$ cat src/hw/accshift_defs.svh
/*
 * Constants of the accumulator shift-and-store unit: widths, field
 * positions, shift limits, rounding and saturation values.
 * Assumes it is included once per compilation unit through its guard.
 */
`ifndef ACCSHIFT_DEFS_SVH
`define ACCSHIFT_DEFS_SVH

// Widths
`define ACC_W          40
`define WORD_W         16
`define ADDR_W         24
`define TEMP_W         16
`define SHIFT_W        6
`define REP_W          16
`define EXT_W          32

// Stored field positions inside the shifted accumulator
`define HI_LSB         16
`define HI_MSB         31
`define LO_LSB         0
`define LO_MSB         15

// Overflow check windows
`define UNS_CHK_LSB    32
`define SGN_CHK_LSB    31
`define SGN_CHK_W      9

// Register shift limits, at the temporary-register width and at the six-bit shift width
`define SHIFT_MAX      16'h001F
`define SHIFT_MIN      16'hFFE0
`define SHIFT_MAX6     6'h1F
`define SHIFT_MIN6     6'h20

// Rounding constants
`define RND_HALF       40'h0000008000
`define RND_TIE        16'h8000

// Saturation values
`define SAT_UNS        40'h00FFFFFFFF
`define SAT_POS        40'h007FFFFFFF
`define SAT_NEG        40'hFF80000000

// Reset values
`define REP_RST        16'h0000

`endif

$ cat src/hw/accshift_pkg.sv
/*
 * Types of the accumulator shift-and-store unit: store forms, mode bits,
 * request bundle and memory write bundle.
 * Assumes accshift_defs.svh is on the include path.
 */
`include "accshift_defs.svh"

package accshift_pkg;

    // Store forms handled by the unit
    typedef enum logic [1:0] {
        FORM_REG_HI,
        FORM_IMM_LO,
        FORM_IMM_HI
    } store_form_t;

    // Control state of the repeat sequencer
    typedef enum logic {
        ST_IDLE,
        ST_RUN
    } seq_state_t;

    // Status-register mode bits that steer the store
    typedef struct packed {
        logic legacy_compat_mode_bit;
        logic store_saturate_bit;
        logic sign_extension_mode_bit;
        logic rounding_method_bit;
    } mode_bits_t;

    // One decoded store instruction
    typedef struct packed {
        store_form_t                form;
        logic                       rnd_q;
        logic                       uns_q;
        logic                       sat_q;
        logic [`REP_W-1:0]          rep_cnt;
        logic [`ACC_W-1:0]          source_accumulator;
        logic [`TEMP_W-1:0]         temp_shift;
        logic [`SHIFT_W-1:0]        immediate_shift_field;
    } store_req_t;

    // One data-memory word write
    typedef struct packed {
        logic                       we;
        logic [`ADDR_W-1:0]         addr;
        logic [`WORD_W-1:0]         data;
    } mem_write_t;

endpackage : accshift_pkg

$ cat src/hw/accumulator_shift_store_unit.sv
/*
 * Accumulator shift-and-store unit: shifts a 40-bit accumulator, rounds,
 * checks overflow, saturates and writes one 16-bit part to data memory,
 * once per iteration of a single-instruction repeat.
 * Assumes a decoder that presents one store at a time with valid/ready
 * and a memory write port that always accepts; addresses come from the
 * address generator, sampled in each iteration.
 */
`timescale 1ns/1ps
`include "accshift_defs.svh"

module accumulator_shift_store_unit (
    // Clock and reset
    input  wire logic                     CLK_I,
    input  wire logic                     RST_N_I,
    // Store request from the decoder
    input  wire logic                     REQ_VALID_I,
    output logic                          REQ_READY_O,
    input  wire accshift_pkg::store_req_t REQ_I,
    // Status-register mode bits
    input  wire accshift_pkg::mode_bits_t MODE_I,
    // Address of the current iteration
    input  wire logic [`ADDR_W-1:0]       MEM_ADDR_I,
    // Data-memory write port
    output accshift_pkg::mem_write_t      MEM_WR_O,
    output logic                          BUSY_O
);
    accshift_pkg::seq_state_t state_r, state_nxt;
    accshift_pkg::store_req_t req_r;
    accshift_pkg::mode_bits_t mode_r;
    accshift_pkg::mem_write_t wr_r, wr_nxt;
    logic [`REP_W-1:0]        cnt_r, cnt_nxt;

    logic                     accept;
    logic                     run;
    logic                     is_reg;
    logic                     legacy_force;
    logic                     uns_eff;
    logic                     sat_eff;
    logic                     rnd_eff;
    logic                     rnd_req;
    logic                     sign_fill;
    logic [`SHIFT_W-1:0]      amt;
    logic [`ACC_W-1:0]        shifted;
    logic [`ACC_W-1:0]        res;
    logic                     op_sign;
    logic                     ovf_uns;
    logic                     ovf_sgn;
    logic                     ovf;
    logic [`ACC_W-1:0]        sat_val;
    logic [`ACC_W-1:0]        final_val;
    logic [`WORD_W-1:0]       store_word;

    // Handshake: one store instruction at a time
    assign accept      = REQ_VALID_I && (state_r == accshift_pkg::ST_IDLE);
    assign run         = (state_r == accshift_pkg::ST_RUN);
    assign REQ_READY_O = (state_r == accshift_pkg::ST_IDLE);
    assign BUSY_O      = run;
    assign MEM_WR_O    = wr_r;

    // Qualifier policy; legacy saturate mode overrides the instruction
    assign is_reg       = (req_r.form == accshift_pkg::FORM_REG_HI);
    assign legacy_force = mode_r.legacy_compat_mode_bit && mode_r.store_saturate_bit;
    assign uns_eff      = legacy_force ? !mode_r.sign_extension_mode_bit : req_r.uns_q;
    assign sat_eff      = legacy_force || req_r.sat_q;
    assign rnd_req      = legacy_force || req_r.rnd_q;
    assign rnd_eff      = is_reg && rnd_req;
    // Unsigned treatment forces zero fill regardless of the sign mode
    assign sign_fill    = mode_r.sign_extension_mode_bit && !uns_eff;

    shift_amount_sel u_amt (
        .temp_i     (req_r.temp_shift),
        .imm_i      (req_r.immediate_shift_field),
        .from_reg_i (is_reg),
        .compat_i   (mode_r.legacy_compat_mode_bit),
        .amt_o      (amt)
    );

    acc_shift_round u_shift (
        .acc_i       (req_r.source_accumulator),
        .amt_i       (amt),
        .sign_fill_i (sign_fill),
        .rnd_en_i    (rnd_eff),
        .rdm_i       (mode_r.rounding_method_bit),
        .shifted_o   (shifted),
        .res_o       (res)
    );

    // Overflow on the 40-bit shift-and-round result
    assign op_sign  = req_r.source_accumulator[`ACC_W-1] && mode_r.sign_extension_mode_bit;
    assign ovf_uns  = |res[`ACC_W-1:`UNS_CHK_LSB];
    assign ovf_sgn  = res[`ACC_W-1:`SGN_CHK_LSB] != {`SGN_CHK_W{op_sign}};
    assign ovf      = uns_eff ? ovf_uns : ovf_sgn;

    // Saturation touches only the stored word; no flag leaves the unit
    assign sat_val    = uns_eff ? `SAT_UNS : (op_sign ? `SAT_NEG : `SAT_POS);
    assign final_val  = (sat_eff && ovf) ? sat_val : res;
    assign store_word = (req_r.form == accshift_pkg::FORM_IMM_LO)
                        ? final_val[`LO_MSB:`LO_LSB]
                        : final_val[`HI_MSB:`HI_LSB];

    // Sequencer: rep_cnt extra iterations after the first
    always_comb begin
        state_nxt = state_r;
        cnt_nxt   = cnt_r;
        case (state_r)
            accshift_pkg::ST_IDLE: begin
                if (accept) begin
                    state_nxt = accshift_pkg::ST_RUN;
                    cnt_nxt   = REQ_I.rep_cnt;
                end
            end
            accshift_pkg::ST_RUN: begin
                if (cnt_r == `REP_RST) begin
                    state_nxt = accshift_pkg::ST_IDLE;
                end else begin
                    cnt_nxt = cnt_r - `REP_W'(1);
                end
            end
            default: begin
                state_nxt = accshift_pkg::ST_IDLE;
            end
        endcase
    end

    // One write per iteration, registered toward memory
    always_comb begin
        wr_nxt      = '0;
        wr_nxt.we   = run;
        wr_nxt.addr = run ? MEM_ADDR_I : '0;
        wr_nxt.data = run ? store_word : '0;
    end

    // Sequencer and output registers
    always_ff @(posedge CLK_I or negedge RST_N_I) begin
        if (!RST_N_I) begin
            state_r <= accshift_pkg::ST_IDLE;
            cnt_r   <= `REP_RST;
            wr_r    <= '0;
        end else begin
            state_r <= state_nxt;
            cnt_r   <= cnt_nxt;
            wr_r    <= wr_nxt;
        end
    end

    // Instruction and modes held steady over the repeat
    always_ff @(posedge CLK_I or negedge RST_N_I) begin
        if (!RST_N_I) begin
            req_r  <= '0;
            mode_r <= '0;
        end else if (accept) begin
            req_r  <= REQ_I;
            mode_r <= MODE_I;
        end
    end

    // Checks on the datapath and sequencer
    property p_hi_store;
        @(posedge CLK_I) disable iff (!RST_N_I)
        run && is_reg && !(sat_eff && ovf) |=> MEM_WR_O.we && MEM_WR_O.data == $past(res[31:16]);
    endproperty
    a_hi_store: assert property (p_hi_store) else $error("high store data wrong");

    property p_clamp;
        @(posedge CLK_I) disable iff (!RST_N_I)
        run && is_reg && !mode_r.legacy_compat_mode_bit |->
            ($signed(req_r.temp_shift) > 16'sd31 ? amt == 6'h1F :
             $signed(req_r.temp_shift) < -16'sd32 ? amt == 6'h20 :
             amt == req_r.temp_shift[5:0]);
    endproperty
    a_clamp: assert property (p_clamp) else $error("shift clamp wrong");

    property p_fill;
        @(posedge CLK_I) disable iff (!RST_N_I)
        run && amt[5] |-> shifted[39] == (req_r.source_accumulator[39] && sign_fill);
    endproperty
    a_fill: assert property (p_fill) else $error("extension wrong");

    property p_no_rnd_imm;
        @(posedge CLK_I) disable iff (!RST_N_I)
        run && !is_reg |-> res == shifted;
    endproperty
    a_no_rnd_imm: assert property (p_no_rnd_imm) else $error("immediate store rounded");

    property p_legacy_amt;
        @(posedge CLK_I) disable iff (!RST_N_I)
        run && is_reg && mode_r.legacy_compat_mode_bit && req_r.temp_shift[5:4] == 2'h2 |->
            amt == req_r.temp_shift[5:0] + 6'h10;
    endproperty
    a_legacy_amt: assert property (p_legacy_amt) else $error("legacy wrap wrong");

    property p_force_uns;
        @(posedge CLK_I) disable iff (!RST_N_I)
        run && legacy_force && !mode_r.sign_extension_mode_bit |->
            uns_eff && sat_eff && (rnd_eff == is_reg);
    endproperty
    a_force_uns: assert property (p_force_uns) else $error("legacy unsigned force wrong");

    property p_force_sgn;
        @(posedge CLK_I) disable iff (!RST_N_I)
        run && legacy_force && mode_r.sign_extension_mode_bit |-> !uns_eff && sat_eff;
    endproperty
    a_force_sgn: assert property (p_force_sgn) else $error("legacy signed force wrong");

    property p_uns_sat;
        @(posedge CLK_I) disable iff (!RST_N_I)
        run && uns_eff && sat_eff && res[39:32] != 8'h00 |-> final_val == `SAT_UNS;
    endproperty
    a_uns_sat: assert property (p_uns_sat) else $error("unsigned saturation wrong");

    property p_lo_store;
        @(posedge CLK_I) disable iff (!RST_N_I)
        run && req_r.form == accshift_pkg::FORM_IMM_LO |=> MEM_WR_O.data == $past(final_val[15:0]);
    endproperty
    a_lo_store: assert property (p_lo_store) else $error("low store data wrong");

    property p_repeat;
        @(posedge CLK_I) disable iff (!RST_N_I)
        accept && REQ_I.rep_cnt == 16'h0003 |=> run[*4] ##1 !run;
    endproperty
    a_repeat: assert property (p_repeat) else $error("repeat count wrong");

    // Port must read all zero between repeats, so a stale word cannot land
    property p_wr_idle;
        @(posedge CLK_I) disable iff (!RST_N_I)
        !run |=> MEM_WR_O == '0;
    endproperty
    a_wr_idle: assert property (p_wr_idle) else $error("write outside repeat");

    property p_round;
        @(posedge CLK_I) disable iff (!RST_N_I)
        run && rnd_eff && !mode_r.rounding_method_bit |->
            res[39:16] == shifted[39:16] + 24'(shifted[15]) && res[15:0] == 16'h0000;
    endproperty
    a_round: assert property (p_round) else $error("rounding wrong");

    property p_conv;
        @(posedge CLK_I) disable iff (!RST_N_I)
        run && rnd_eff && mode_r.rounding_method_bit && shifted[15:0] == 16'h8000 |->
            res[39:16] == shifted[39:16] + 24'(shifted[16]);
    endproperty
    a_conv: assert property (p_conv) else $error("convergent tie wrong");

    property p_no_rnd;
        @(posedge CLK_I) disable iff (!RST_N_I)
        run && !legacy_force && !req_r.rnd_q |-> res == shifted;
    endproperty
    a_no_rnd: assert property (p_no_rnd) else $error("unrequested rounding");

    property p_six_lsb;
        @(posedge CLK_I) disable iff (!RST_N_I)
        run && is_reg && mode_r.legacy_compat_mode_bit && req_r.temp_shift[5:4] != 2'h2 |->
            amt == req_r.temp_shift[5:0];
    endproperty
    a_six_lsb: assert property (p_six_lsb) else $error("legacy shift bits wrong");

    property p_sgn_pos;
        @(posedge CLK_I) disable iff (!RST_N_I)
        run && sat_eff && !uns_eff && !req_r.source_accumulator[39] && res[39:31] != 9'h000
            |-> final_val == `SAT_POS;
    endproperty
    a_sgn_pos: assert property (p_sgn_pos) else $error("positive saturation wrong");

    property p_sgn_neg;
        @(posedge CLK_I) disable iff (!RST_N_I)
        run && sat_eff && !uns_eff && mode_r.sign_extension_mode_bit &&
            req_r.source_accumulator[39] && res[39:31] != 9'h1FF |-> final_val == `SAT_NEG;
    endproperty
    a_sgn_neg: assert property (p_sgn_neg) else $error("negative saturation wrong");

    property p_imm_hi;
        @(posedge CLK_I) disable iff (!RST_N_I)
        run && req_r.form == accshift_pkg::FORM_IMM_HI && !(sat_eff && ovf) |=>
            MEM_WR_O.data == $past(shifted[31:16]);
    endproperty
    a_imm_hi: assert property (p_imm_hi) else $error("immediate high store wrong");

    property p_no_sat;
        @(posedge CLK_I) disable iff (!RST_N_I)
        run && !sat_eff |-> final_val == res;
    endproperty
    a_no_sat: assert property (p_no_sat) else $error("unrequested saturation");

    property p_imm_uns;
        @(posedge CLK_I) disable iff (!RST_N_I)
        run && !is_reg && legacy_force && !mode_r.sign_extension_mode_bit |->
            uns_eff && sat_eff && !rnd_eff && !sign_fill;
    endproperty
    a_imm_uns: assert property (p_imm_uns) else $error("immediate unsigned force wrong");

endmodule : accumulator_shift_store_unit

$ cat src/hw/shift_amount_sel.sv
/*
 * Picks the signed shift quantity: clamped temporary register, legacy
 * six-bit temporary register with modulo-16 wrap, or the immediate field.
 * Purely combinational; the caller holds the operands stable.
 */
`timescale 1ns/1ps
`include "accshift_defs.svh"

module shift_amount_sel (
    // Operands
    input  wire logic [`TEMP_W-1:0]   temp_i,
    input  wire logic [`SHIFT_W-1:0]  imm_i,
    // Selection
    input  wire logic                 from_reg_i,
    input  wire logic                 compat_i,
    // Result, two's complement
    output logic      [`SHIFT_W-1:0]  amt_o
);
    logic signed [`TEMP_W-1:0] temp_s;
    logic        [`SHIFT_W-1:0] clamp_amt;
    logic        [`SHIFT_W-1:0] legacy_amt;
    logic                       low_band;

    // Native form saturates the 16-bit quantity to -32..+31
    assign temp_s     = $signed(temp_i);
    assign clamp_amt  = (temp_s > $signed(`SHIFT_MAX)) ? `SHIFT_MAX6 :
                        (temp_s < $signed(`SHIFT_MIN)) ? `SHIFT_MIN6 :
                        temp_i[`SHIFT_W-1:0];

    // Legacy form: -32..-17 has top bits 10, adding 16 sets bit 4
    assign low_band   = (temp_i[5:4] == 2'h2);
    assign legacy_amt = low_band ? {2'h3, temp_i[3:0]} : temp_i[`SHIFT_W-1:0];

    assign amt_o = !from_reg_i ? imm_i : (compat_i ? legacy_amt : clamp_amt);

endmodule : shift_amount_sel

$ cat src/hw/acc_shift_round.sv
/*
 * Forty-bit accumulator shifter with optional rounding of the high word.
 * Left shifts up to 31, right shifts up to 32; combinational only.
 */
`timescale 1ns/1ps
`include "accshift_defs.svh"

module acc_shift_round (
    // Operand and amount
    input  wire logic [`ACC_W-1:0]    acc_i,
    input  wire logic [`SHIFT_W-1:0]  amt_i,
    // Controls
    input  wire logic                 sign_fill_i,
    input  wire logic                 rnd_en_i,
    input  wire logic                 rdm_i,
    // Result
    output logic      [`ACC_W-1:0]    shifted_o,
    output logic      [`ACC_W-1:0]    res_o
);
    localparam int WIDE_W = `ACC_W + `EXT_W;

    logic signed [WIDE_W-1:0]  wide;
    logic        [WIDE_W-1:0]  moved;
    logic        [`SHIFT_W-1:0] right_amt;
    logic        [`ACC_W-1:0]  rounded;
    logic                      tie_even;

    // Extension happens before the shift so right shifts pull in the fill
    assign wide      = $signed({{`EXT_W{sign_fill_i & acc_i[`ACC_W-1]}}, acc_i});
    assign right_amt = `SHIFT_W'(~amt_i + `SHIFT_W'(1));
    assign moved     = amt_i[`SHIFT_W-1] ? WIDE_W'(wide >>> right_amt)
                                         : WIDE_W'(wide << amt_i[`SHIFT_W-2:0]);
    assign shifted_o = moved[`ACC_W-1:0];

    // Convergent mode leaves an exact tie on an even high word untouched
    assign tie_even = rdm_i && (shifted_o[`LO_MSB:0] == `RND_TIE) && !shifted_o[`HI_LSB];
    assign rounded  = tie_even ? shifted_o : `ACC_W'(shifted_o + `RND_HALF);
    assign res_o    = rnd_en_i ? {rounded[`ACC_W-1:`HI_LSB], {`HI_LSB{1'b0}}} : shifted_o;

endmodule : acc_shift_round

$ cat config.mk
export PLATFORM = sky130hd
export DESIGN_NAME = accumulator_shift_store_unit
export DESIGN_NICKNAME = d
export VERILOG_FILES = /design/src/hw/accshift_pkg.sv /design/src/hw/accumulator_shift_store_unit.sv /design/src/hw/shift_amount_sel.sv /design/src/hw/acc_shift_round.sv
export VERILOG_INCLUDE_DIRS = /design/src /design/src/hw
export SDC_FILE = /design/constraint.sdc
export NUM_CORES = 1
export LEC_CHECK = 0
export BUFFER_PORTS_ARGS = -buffer_cell sky130_fd_sc_hd__buf_2
export CELL_PAD_IN_SITES_DETAIL_PLACEMENT = 0
export CELL_PAD_IN_SITES_GLOBAL_PLACEMENT = 1
export CORE_UTILIZATION = 45
export CTS_BUF_LIST = sky130_fd_sc_hd__clkbuf_8
export DETAILED_ROUTE_END_ITERATION = 10
export HOLD_SLACK_MARGIN = 0.06
export PLACE_DENSITY = 0.87
export SYNTH_ARGS = -nofsm -noshare
export SYNTH_HDL_FRONTEND = slang
export SYNTH_SLANG_ARGS = --single-unit
$ cat constraint.sdc
create_clock -name CLK_I -period 10.4 [get_ports CLK_I]
set_input_delay 0.52 -clock CLK_I [delete_from_list [all_inputs] [get_ports CLK_I]]
set_output_delay 0.52 -clock CLK_I [all_outputs]
set_load 0.02 [all_outputs]
# Word level (Yosys, flattened, before mapping)
# Index checks and enable logic that the tools add are counted.
[totals] register_bits=129 n_memories=0 word_cells=71 mem_bits_rw=0 mem_bits_ro=0 latch_bits=0
[classes] n_eq_ne=6 n_lt_le_gt_ge=2 n_addsub=3 n_reduce_logical=17 div=0 bitwise=3 mux=22 shifts=2 n_mul=0
[ops] operator="2-to-1 mux 40 bit" count=3
[ops] operator="2-to-1 mux 32 bit" count=3
[ops] operator="<< shifter 72 x 5 -> 40 bit" count=1
[ops] operator="2-to-1 mux 16 bit" count=4
[ops] operator=">>> shifter 41 x 6 -> 40 bit" count=1
[ops] operator="adder 40 x 16 -> 40 bit, second input constant" count=1
[ops] operator="case mux 16 bit (2 select lines)" count=1
[ops] operator="2-to-1 mux 6 bit" count=5
[ops] operator="2-to-1 mux 24 bit" count=1
[ops] operator="== test 16 bit, second input constant" count=1
[ops] operator="> comparator 16 x 6 -> 1 bit, second input constant" count=1
[ops] operator="zero test 16 bit" count=1
[ops] operator="less-than comparator 16 x 6 -> 1 bit, second input constant" count=1
[ops] operator="subtractor 16 x 1 -> 16 bit, second input constant" count=1
[ops] operator="inequality test 9 bit" count=1
[ops] operator="logical AND 1 bit" count=8
[ops] operator="OR reduction 8 bit" count=1
[ops] operator="adder 6 x 1 -> 6 bit, second input constant" count=1
[ops] operator="inverter 6 bit" count=1
[ops] operator="2-to-1 mux 1 bit" count=4
[ops] operator="zero test 1 bit" count=3
[ops] operator="== test 2 x 1 -> 1 bit, second input constant" count=1
[ops] operator="== test 2 bit, second input constant" count=1
[ops] operator="zero test 2 bit" count=1
[ops] operator="other kinds (7)" count=8

# Depth between registers and ports, before layout
# Gate-level depths: netlist of run 1.
[depth] depth_word=20 ltp_mapped=30 depth_no_buf=18

# Hierarchy
# From an unflattened synthesis of run 1, not the netlist that was laid out.
[hier_totals] cells_unflattened=1500 hier_area_um2=12746.0
[by_module_without_submodules] module="acc_shift_round" cells_each=897 area_per_inst_um2=7214.4 n_inst=1 seq_area_each_um2=0.0
[by_module_without_submodules] module="accumulator_shift_store_unit" cells_each=573 area_per_inst_um2=5346.4 n_inst=1 seq_area_each_um2=3228.1
[by_module_without_submodules] module="shift_amount_sel" cells_each=30 area_per_inst_um2=185.2 n_inst=1 seq_area_each_um2=0.0

# Worst setup path after synthesis of run 1
# OpenSTA, ideal clock, no wires.
[synth_path] path_kind="register to register" start="register req_r[18] (netlist name)" end="register wr_r (netlist bit MEM_WR_O[11])" arrival_ns=7.585 required_time_ns=10.305 path_stages_with_launch=27 period_less_slack_ns=7.681 setup_slack_ns=2.719 n_path_buf=11 path_cell_list="dfrtp_1 > or4_4 > o32a_1 > buf_6 > o2bb2ai_1 > inv_2 > buf_4 > buf_4 > buf_4 > buf_2 > ha_1 > clkbuf_1 > inv_1 > buf_1 > buf_1 > clkbuf_1 > clkbuf_1 > mux2i_1 > a2111oi_4 > nand4_4 > nor4_4 > o211ai_4 > or4_4 > a221oi_4 > a41oi_2 > buf_6 > o32ai_2"
[synth_rtl] item="start: declaration" line_no="accumulator_shift_store_unit.sv:29" text="accshift_pkg::store_req_t req_r;"
[synth_rtl] item="start signal: assignment" line_no="accumulator_shift_store_unit.sv:150" text="req_r <= '0;"
[synth_rtl] item="start signal: assignment" line_no="accumulator_shift_store_unit.sv:153" text="req_r <= REQ_I;"
[synth_rtl] item="end signal: assignment" line_no="accumulator_shift_store_unit.sv:143" text="wr_r <= wr_nxt;"
[synth_rtl] item="end: declaration" line_no="accumulator_shift_store_unit.sv:31" text="accshift_pkg::mem_write_t wr_r, wr_nxt;"

==> metrics.csv, run 1 <==
stage;metric;value;unit
yosys;synthMuxAreaShare;0.1812;
global_route;grt_first_pass_wirelength;75290;um
yosys;synth_fa_ha_area_frac;0.003107;
yosys;synthArstFlopShare;1.000;
power_and_ir_drop;power.density;167.8;nW/um^2
yosys;yosysWarnings;0;
yosys;synth_top_family_by_area;compound AO/OA/AOI/OAI gates;
power_and_ir_drop;pwr-share-clk;0.217;
drt;antenna_left;0;
worst_setup_path;worst_path_most_repeated_cell;buf_4;
place;port_buffers;156;
clocking;ctsHtreeMaxLevel;4;
status;outcome;complete, but fails checks;
clocking;clock_latency;0.47;ns
clocking;cts_buffers;17;
power_and_ir_drop;p_switching;0.001081;W
yosys;synth_compound_area_frac;0.2576;
global_route;grt_use_total;0.3559;
clocking;cts.path.max_buffers;2;
floorplan;die_w;165.9;um
yosys;ys_seq_area_frac;0.2672;
final_layout;syn_to_final_growth;10.83;%
timing;worstMarginPinSlew;1.205;ns
power_and_ir_drop;power_frac_comb;0.529;
yosys;synth_nets;1593;
final_layout;fill_cells;2526;
yosys;synth-seq-cells;129;
floorplan;num_io_pins;157;
timing;timing.final.crit_share;0.7383;
drt;wl;49410;um
drt;avgViaCountPerCell;6.766;
floorplan;core_area;26210;sq um
place;pre_cts_ws;2.886;ns
power_and_ir_drop;p_leak;5.866;nW
final_layout;nets;1678;
timing;hold_violations;0;
worst_setup_path;crit_fanout;27;
clocking;cts_tree;yes;
floorplan;fp-row-count;59;
floorplan;die_area;27510;sq um
final_layout;final_common_cell;nand2_1;
worst_setup_path;slowest_delay;0.75;ns
global_route;grt-ovfl-total;0;
worst_setup_path;crit_chain;or2_1, o32a_1, o2bb2ai_2, buf_4, inv_2, ha_1, xnor2_2, buf_4, mux2i_1, a22oi_1, o21ai_0, and3_1, nand4_1, nor4_4, o211ai_4, or4_4, a221oi_4, a41oi_2, o32ai_1;
yosys;synth_cell_types;93;
drt;drt_first_pass_iters;9;
worst_setup_path;worstPathRequired;10.76;ns
worst_hold_path;hp-class;primary input to flip-flop;
timing;max_slew_margin;0.1912;
yosys;syn_inst;1476;
final_layout;drive_gt1_frac;0.1950;
drt;first_iter_violations;1685;
worst_setup_path;cp.arrival;8.04;ns
timing;max_freq;0.1302;GHz
power_and_ir_drop;peakVddDrop;0.08906;mV
clocking;post_cts_buffers;0;
worst_setup_path;end_kind;flip-flop;
yosys;yosys.area_share.simple;0.2190;
global_route;antenna_found_initial;2;
timing;clock_skew;0.02817;ns
global_route;grt_max_degree;90;
clocking;root_buffer;clkbuf_8;
global_route;grt_pass1_vias;12100;
yosys;synth_xor_area_frac;0.01584;
clocking;path_clk_slew;0.11;ns
floorplan;start_util;0.4611;
power_and_ir_drop;switching_share;0.4811;
timing;setup_violations;0;
yosys;syn_avg_cell_area;8.186;sq um
power_and_ir_drop;power_frac_seq;0.255;
run;max_cap_violations;0;
drt;drc;2;
timing;rsz0062_at_grt;no;
worst_setup_path;startpoint_type;flip-flop;
timing;worst_slack;2.722;ns
worst_setup_path;critPathKind;flip-flop to flip-flop;
timing;min_period;7.678;ns
floorplan;die_h;165.9;um
timing;setup_tns;0;ns
yosys;synth_edf_count;0;
status;violations;design-rule violations;
place;place_congestion;1.077;
power_and_ir_drop;intPower;0.001166;W
yosys;netlist_area;12080;sq um
drt;vias;12924;
place;dpl.hpwl;37270;um
final_layout;final_cell_mix;nand2_1, buf_2, mux2i_1;
worst_setup_path;cp_slowest_cell;xnor2_2;
timing;slew_violations;0;
drt;drt-wirelength-per-cell;25.87;um
clocking;cts_sinks;129;
yosys;ys.flop_type;dfrtp_1;
[worst max-delay path, delay by kind of cell (launching register included)]
| kind | cells | cell delay [ns] |
|---|---|---|
| compound gates | 8 | 2.48 |
| buf+inv | 3 | 0.90 |
| xor+xnor | 1 | 0.75 |
| simple gates | 5 | 1.86 |
| flops | 1 | 0.56 |
| fa+ha+maj | 1 | 0.31 |
| mux | 1 | 0.69 |
[synthesized netlist by cell type, types with 20 or more instances]
library cell | n | area [sq um]
nand2_1 | 301 | 1130
mux2i_1 | 140 | 1401
dfrtp_1 | 129 | 3228
nor2_1 | 85 | 319.1
clkbuf_1 | 72 | 270.3
o21ai_0 | 61 | 305.3
a21oi_1 | 58 | 290.3
nand3_1 | 43 | 215.2
and2_1 | 33 | 206.5
mux2_2 | 25 | 281.5
inv_1 | 24 | 90.09
nor3_1 | 24 | 120.1
o22ai_1 | 24 | 150.1
o211ai_1 | 23 | 172.7
mux4_2 | 22 | 495.5
o221ai_1 | 20 | 175.2
[metrics by stage]
step | hold WS (ns) | utilization | std cells | area (sq um) | power, W
CTS | 0.1995 | 0.5109 | 1909 | 13390 | 0.002208
floorplan | 0.2244 | - | 1476 | 12080 | 0.001355
global placement | 0.4532 | 0.4943 | 1876 | 12950 | 0.001729
detailed placement | 0.4568 | 0.4943 | 1876 | 12950 | 0.001714
global route | 0.2202 | 0.5109 | 1909 | 13390 | 0.002324
finish | 0.2300 | 0.5110 | 1910 | 13390 | 0.002247
[path summary, 6_finish.rpt]
kind,slack [ns],endpoint,from,depth (start not counted)
worst max-delay path,2.72,MEM_WR_O[8],req_r[82],19
worst min-delay path,0.23,req_r[79],REQ_I[79],3
worst max register to register,2.72,MEM_WR_O[8],req_r[82],19
worst min register to register,0.48,req_r[78],req_r[78],2
max in group asynchronous,8.50,BUSY_O,RST_N_I,3
min in group asynchronous,0.60,req_r[41],RST_N_I,2
[registers in the layout (all words and copies together) (netlist names)]
signal	count
BUSY_O	1
mode_r	4
cnt_r	16
MEM_WR_O	41
req_r	67
[final cells by class]
class / instances / area (sq um) / share of cell area
Clock buffer: 17 / 234.0 / 0.01747
Clock inverter: 15 / 190.2 / 0.01420
Timing Repair Buffer: 184 / 999.7 / 0.07465
Tap cell: 335 / 419.2 / 0.03130
Inverter: 28 / 105.1 / 0.007848
Sequential cell: 129 / 3228 / 0.2411
Multi-Input combinational cell: 1201 / 8213 / 0.6133
Antenna cell: 1 / 2.502 / 0.0001869
[metal layers]
metal,vias up,routed length (um),GRT usage
met1,6130,20370,0.4839
met4,2,2622,0.1788
met5,-,13,0
met3,164,5192,0.07388
met2,912,21220,0.5365
li1,5716,-,-
[logic make-up (layout without fill, tap and decap cells)]
group,Yosys count,after routing
flip-flops,129,129
AND/OR/NAND/NOR,576,576
buffers and inverters,146,244
adder cells (fa/ha/maj),3,3
multiplexers,188,188
XOR/XNOR,21,21
AO/OA/AOI/OAI,413,413
other,0,1
[power by group through the flow]
stage	logic, W	clock network, W	registers (W)
floorplan	0.000756	0	0.000599
global placement	0.00115	0	0.000581
detailed placement	0.00113	0	0.000582
CTS	0.00114	0.000497	0.000572
global route	0.00123	0.000514	0.000577
finish	0.00119	0.000487	0.000572
[timing repair]
action	4_1_cts	5_1_grt
hold buffers	1	0
hold endpoints to repair	63	0
resized for setup	0	0
Power figures use the tool's default switching activity.
==> inputs of run 2 (changes only) <==
==> constraint.sdc (replaced) <==
create_clock -name CLK_I -period 7.4 [get_ports CLK_I]
set_input_delay 0.37 -clock CLK_I [delete_from_list [all_inputs] [get_ports CLK_I]]
set_output_delay 0.37 -clock CLK_I [all_outputs]
set_load 0.02 [all_outputs]
==> run 2 against run 1 <==
The run still ends with design-rule violations left. Global-route usage up 1.7 points. Worst hold slack worse by 0.16 ns. Clock skew down 0.0050 ns. Cell count up 1.3%. First-iteration DRC count up 10%. Routed wire length up 4.2%. Register-to-register slack worse by 2.3 ns. Largest power group unchanged. Highest routed layer is now met4.
==> metrics.csv, run 2 (synthesis results as in run 1) <==
stage;metric;value;unit
floorplan;die_h;165.9;um
drt;first_iter_violations;1857;
timing;max_freq;0.1423;GHz
clocking;cts_sinks;129;
timing;rsz0062_at_grt;no;
timing;clock_skew;0.02321;ns
final_layout;seqCellArea;3228;sq um
power_and_ir_drop;p_leak;5.969;nW
worst_setup_path;crit_chain;or4_4, o32a_1, o2bb2ai_2, inv_2, ha_1, buf_4, nor2_1, mux2i_1, mux2_2, a21oi_1, o21ai_0, a222oi_1, nand4_1, nor4_4, buf_4, nand2_1, or4_1, a221oi_4, a41oi_2, o32ai_1;
power_and_ir_drop;peakVddDrop;0.1285;mV
worst_setup_path;critPathKind;flip-flop to flip-flop;
worst_hold_path;hp-class;primary input to flip-flop;
clocking;cts_resized;0;
power_and_ir_drop;power_frac_comb;0.542;
final_layout;largest_reg_flops;67;
clocking;post_cts_buffers;0;
worst_setup_path;slowest_delay;0.65;ns
clocking;path_clk_slew;0.11;ns
timing;timing.final.crit_share;0.9494;
power_and_ir_drop;power_frac_seq;0.253;
final_layout;regMostFlops;req_r;
timing;fin_hold_ws;0.07334;ns
global_route;grt_max_degree;93;
floorplan;die_area;27510;sq um
global_route;antenna_found_initial;0;
floorplan;num_io_pins;157;
worst_setup_path;cp.arrival;7.39;ns
timing;setup_violations;0;
final_layout;antennaDiodeCount;0;
drt;drt_first_pass_iters;9;
drt;avgViaCountPerCell;6.719;
clocking;cts_tree;yes;
final_layout;final_common_cell;nand2_1;
drt;antenna_left;0;
floorplan;start_util;0.4611;
final_layout;drive_gt1_frac;0.2070;
place;dpl.hpwl;39360;um
timing;min_period;7.026;ns
power_and_ir_drop;power.density;235.8;nW/um^2
floorplan;die_w;165.9;um
floorplan;core_area;26210;sq um
worst_setup_path;worstPathRequired;7.76;ns
power_and_ir_drop;pwr-share-clk;0.205;
clocking;cts_buffers;17;
final_layout;multi_input_area;8208;sq um
clocking;ctsHtreeMaxLevel;4;
global_route;grt_use_total;0.3727;
drt;vias;12995;
run;max_cap_violations;0;
worst_setup_path;end_kind;flip-flop;
place;place_congestion;1.077;
timing;setup_tns;0;ns
power_and_ir_drop;p_switching;0.001563;W
clocking;cts.path.max_buffers;2;
power_and_ir_drop;switching_share;0.4894;
drt;wl;51470;um
global_route;grt_first_pass_wirelength;77470;um
place;port_buffers;156;
global_route;grt-ovfl-total;0;
worst_setup_path;path_delay_family;compound AO/OA/AOI/OAI gates;
timing;hold_violations;0;
floorplan;fp-row-count;59;
timing;max_slew_margin;0.3069;
status;outcome;complete, but fails checks;
power_and_ir_drop;intPower;0.001631;W
final_layout;final_util;0.5168;
final_layout;syn_to_final_growth;12.08;%
worst_setup_path;cp_slowest_cell;a222oi_1;
global_route;grt_pass1_vias;12208;
drt;drc;1;
final_layout;final_cell_mix;nand2_1, buf_2, mux2i_1;
worst_setup_path;worst_path_most_repeated_cell;buf_4;
timing;slew_violations;0;
status;violations;design-rule violations;
worst_setup_path;startpoint_type;flip-flop;
clocking;clock_latency;0.47;ns
final_layout;fill_cells;2503;
clocking;root_buffer;clkbuf_8;
worst_setup_path;cp_num_buf_inv;3;
worst_setup_path;crit_fanout;43;
timing;worstMarginPinSlew;1.030;ns
drt;drt-wirelength-per-cell;26.61;um
final_layout;nets;1703;
clocking;hold_buffers;1;
[run 2: cell types whose count changed in the layout (fill, tap and decap cells not counted), sizes merged]
cell and change:
inv -1, buf +25, bufinv -1, clkinvlp +2, diode -1
[run 2: final timing paths]
kind	start	end	slack, ns	cells past startpoint
setup / recovery	req_r[81]	MEM_WR_O[3]	0.37	20
hold / removal	REQ_I[57]	req_r[57]	0.07	3
setup reg to reg	req_r[81]	MEM_WR_O[3]	0.37	20
hold reg to reg	req_r[78]	req_r[78]	0.48	2
max in group asynchronous	RST_N_I	mode_r[0]	5.63	3
min in group asynchronous	RST_N_I	req_r[32]	0.43	2
[run 2: cell type report]
cell class / count / share of cell area
sequential: 129 / 0.2384
clock buffer: 17 / 0.01728
multi-input combinational: 1201 / 0.6061
timing repair buffer: 209 / 0.08860
inverter: 28 / 0.007761
tap: 335 / 0.03095
clock inverter: 15 / 0.01099
[run 2: metal layers]
metal | share of wire | global-route usage | vias to the layer above
met5 | 0 | 0 | -
met4 | 0.051 | 0.1841 | 0
met3 | 0.093 | 0.05910 | 144
met2 | 0.43 | 0.5516 | 752
met1 | 0.43 | 0.5282 | 6314
li1 | - | - | 5785
[run 2: metrics by stage]
step / power, W / setup WS, ns / cell area, sq um / std cells
after CTS: 0.003145 / 0.4378 / 13540 / 1934
after global placement: 0.002499 / 0.6087 / 13150 / 1901
final: 0.003194 / 0.3741 / 13540 / 1934
after floorplan: 0.001905 / 0.02677 / 12090 / 1476
after global routing: 0.003307 / 0.06272 / 13540 / 1934
after detailed placement: 0.002481 / 0.4596 / 13150 / 1901
[run 2: power by group through the flow]
| stage | registers, W | logic (W) | clock network [W] |
|---|---|---|---|
| floorplan | 0.000842 | 0.00106 | 0 |
| global placement | 0.000819 | 0.00168 | 0 |
| detailed placement | 0.000819 | 0.00166 | 0 |
| CTS | 0.000806 | 0.00167 | 0.000668 |
| global route | 0.000813 | 0.00181 | 0.000689 |
| finish | 0.000808 | 0.00173 | 0.000656 |
[run 2: tightest hold or removal path: stages]
cell,delay [ns]
buf_2,0.07
nand2_1,0.04
nand2_1,0.04
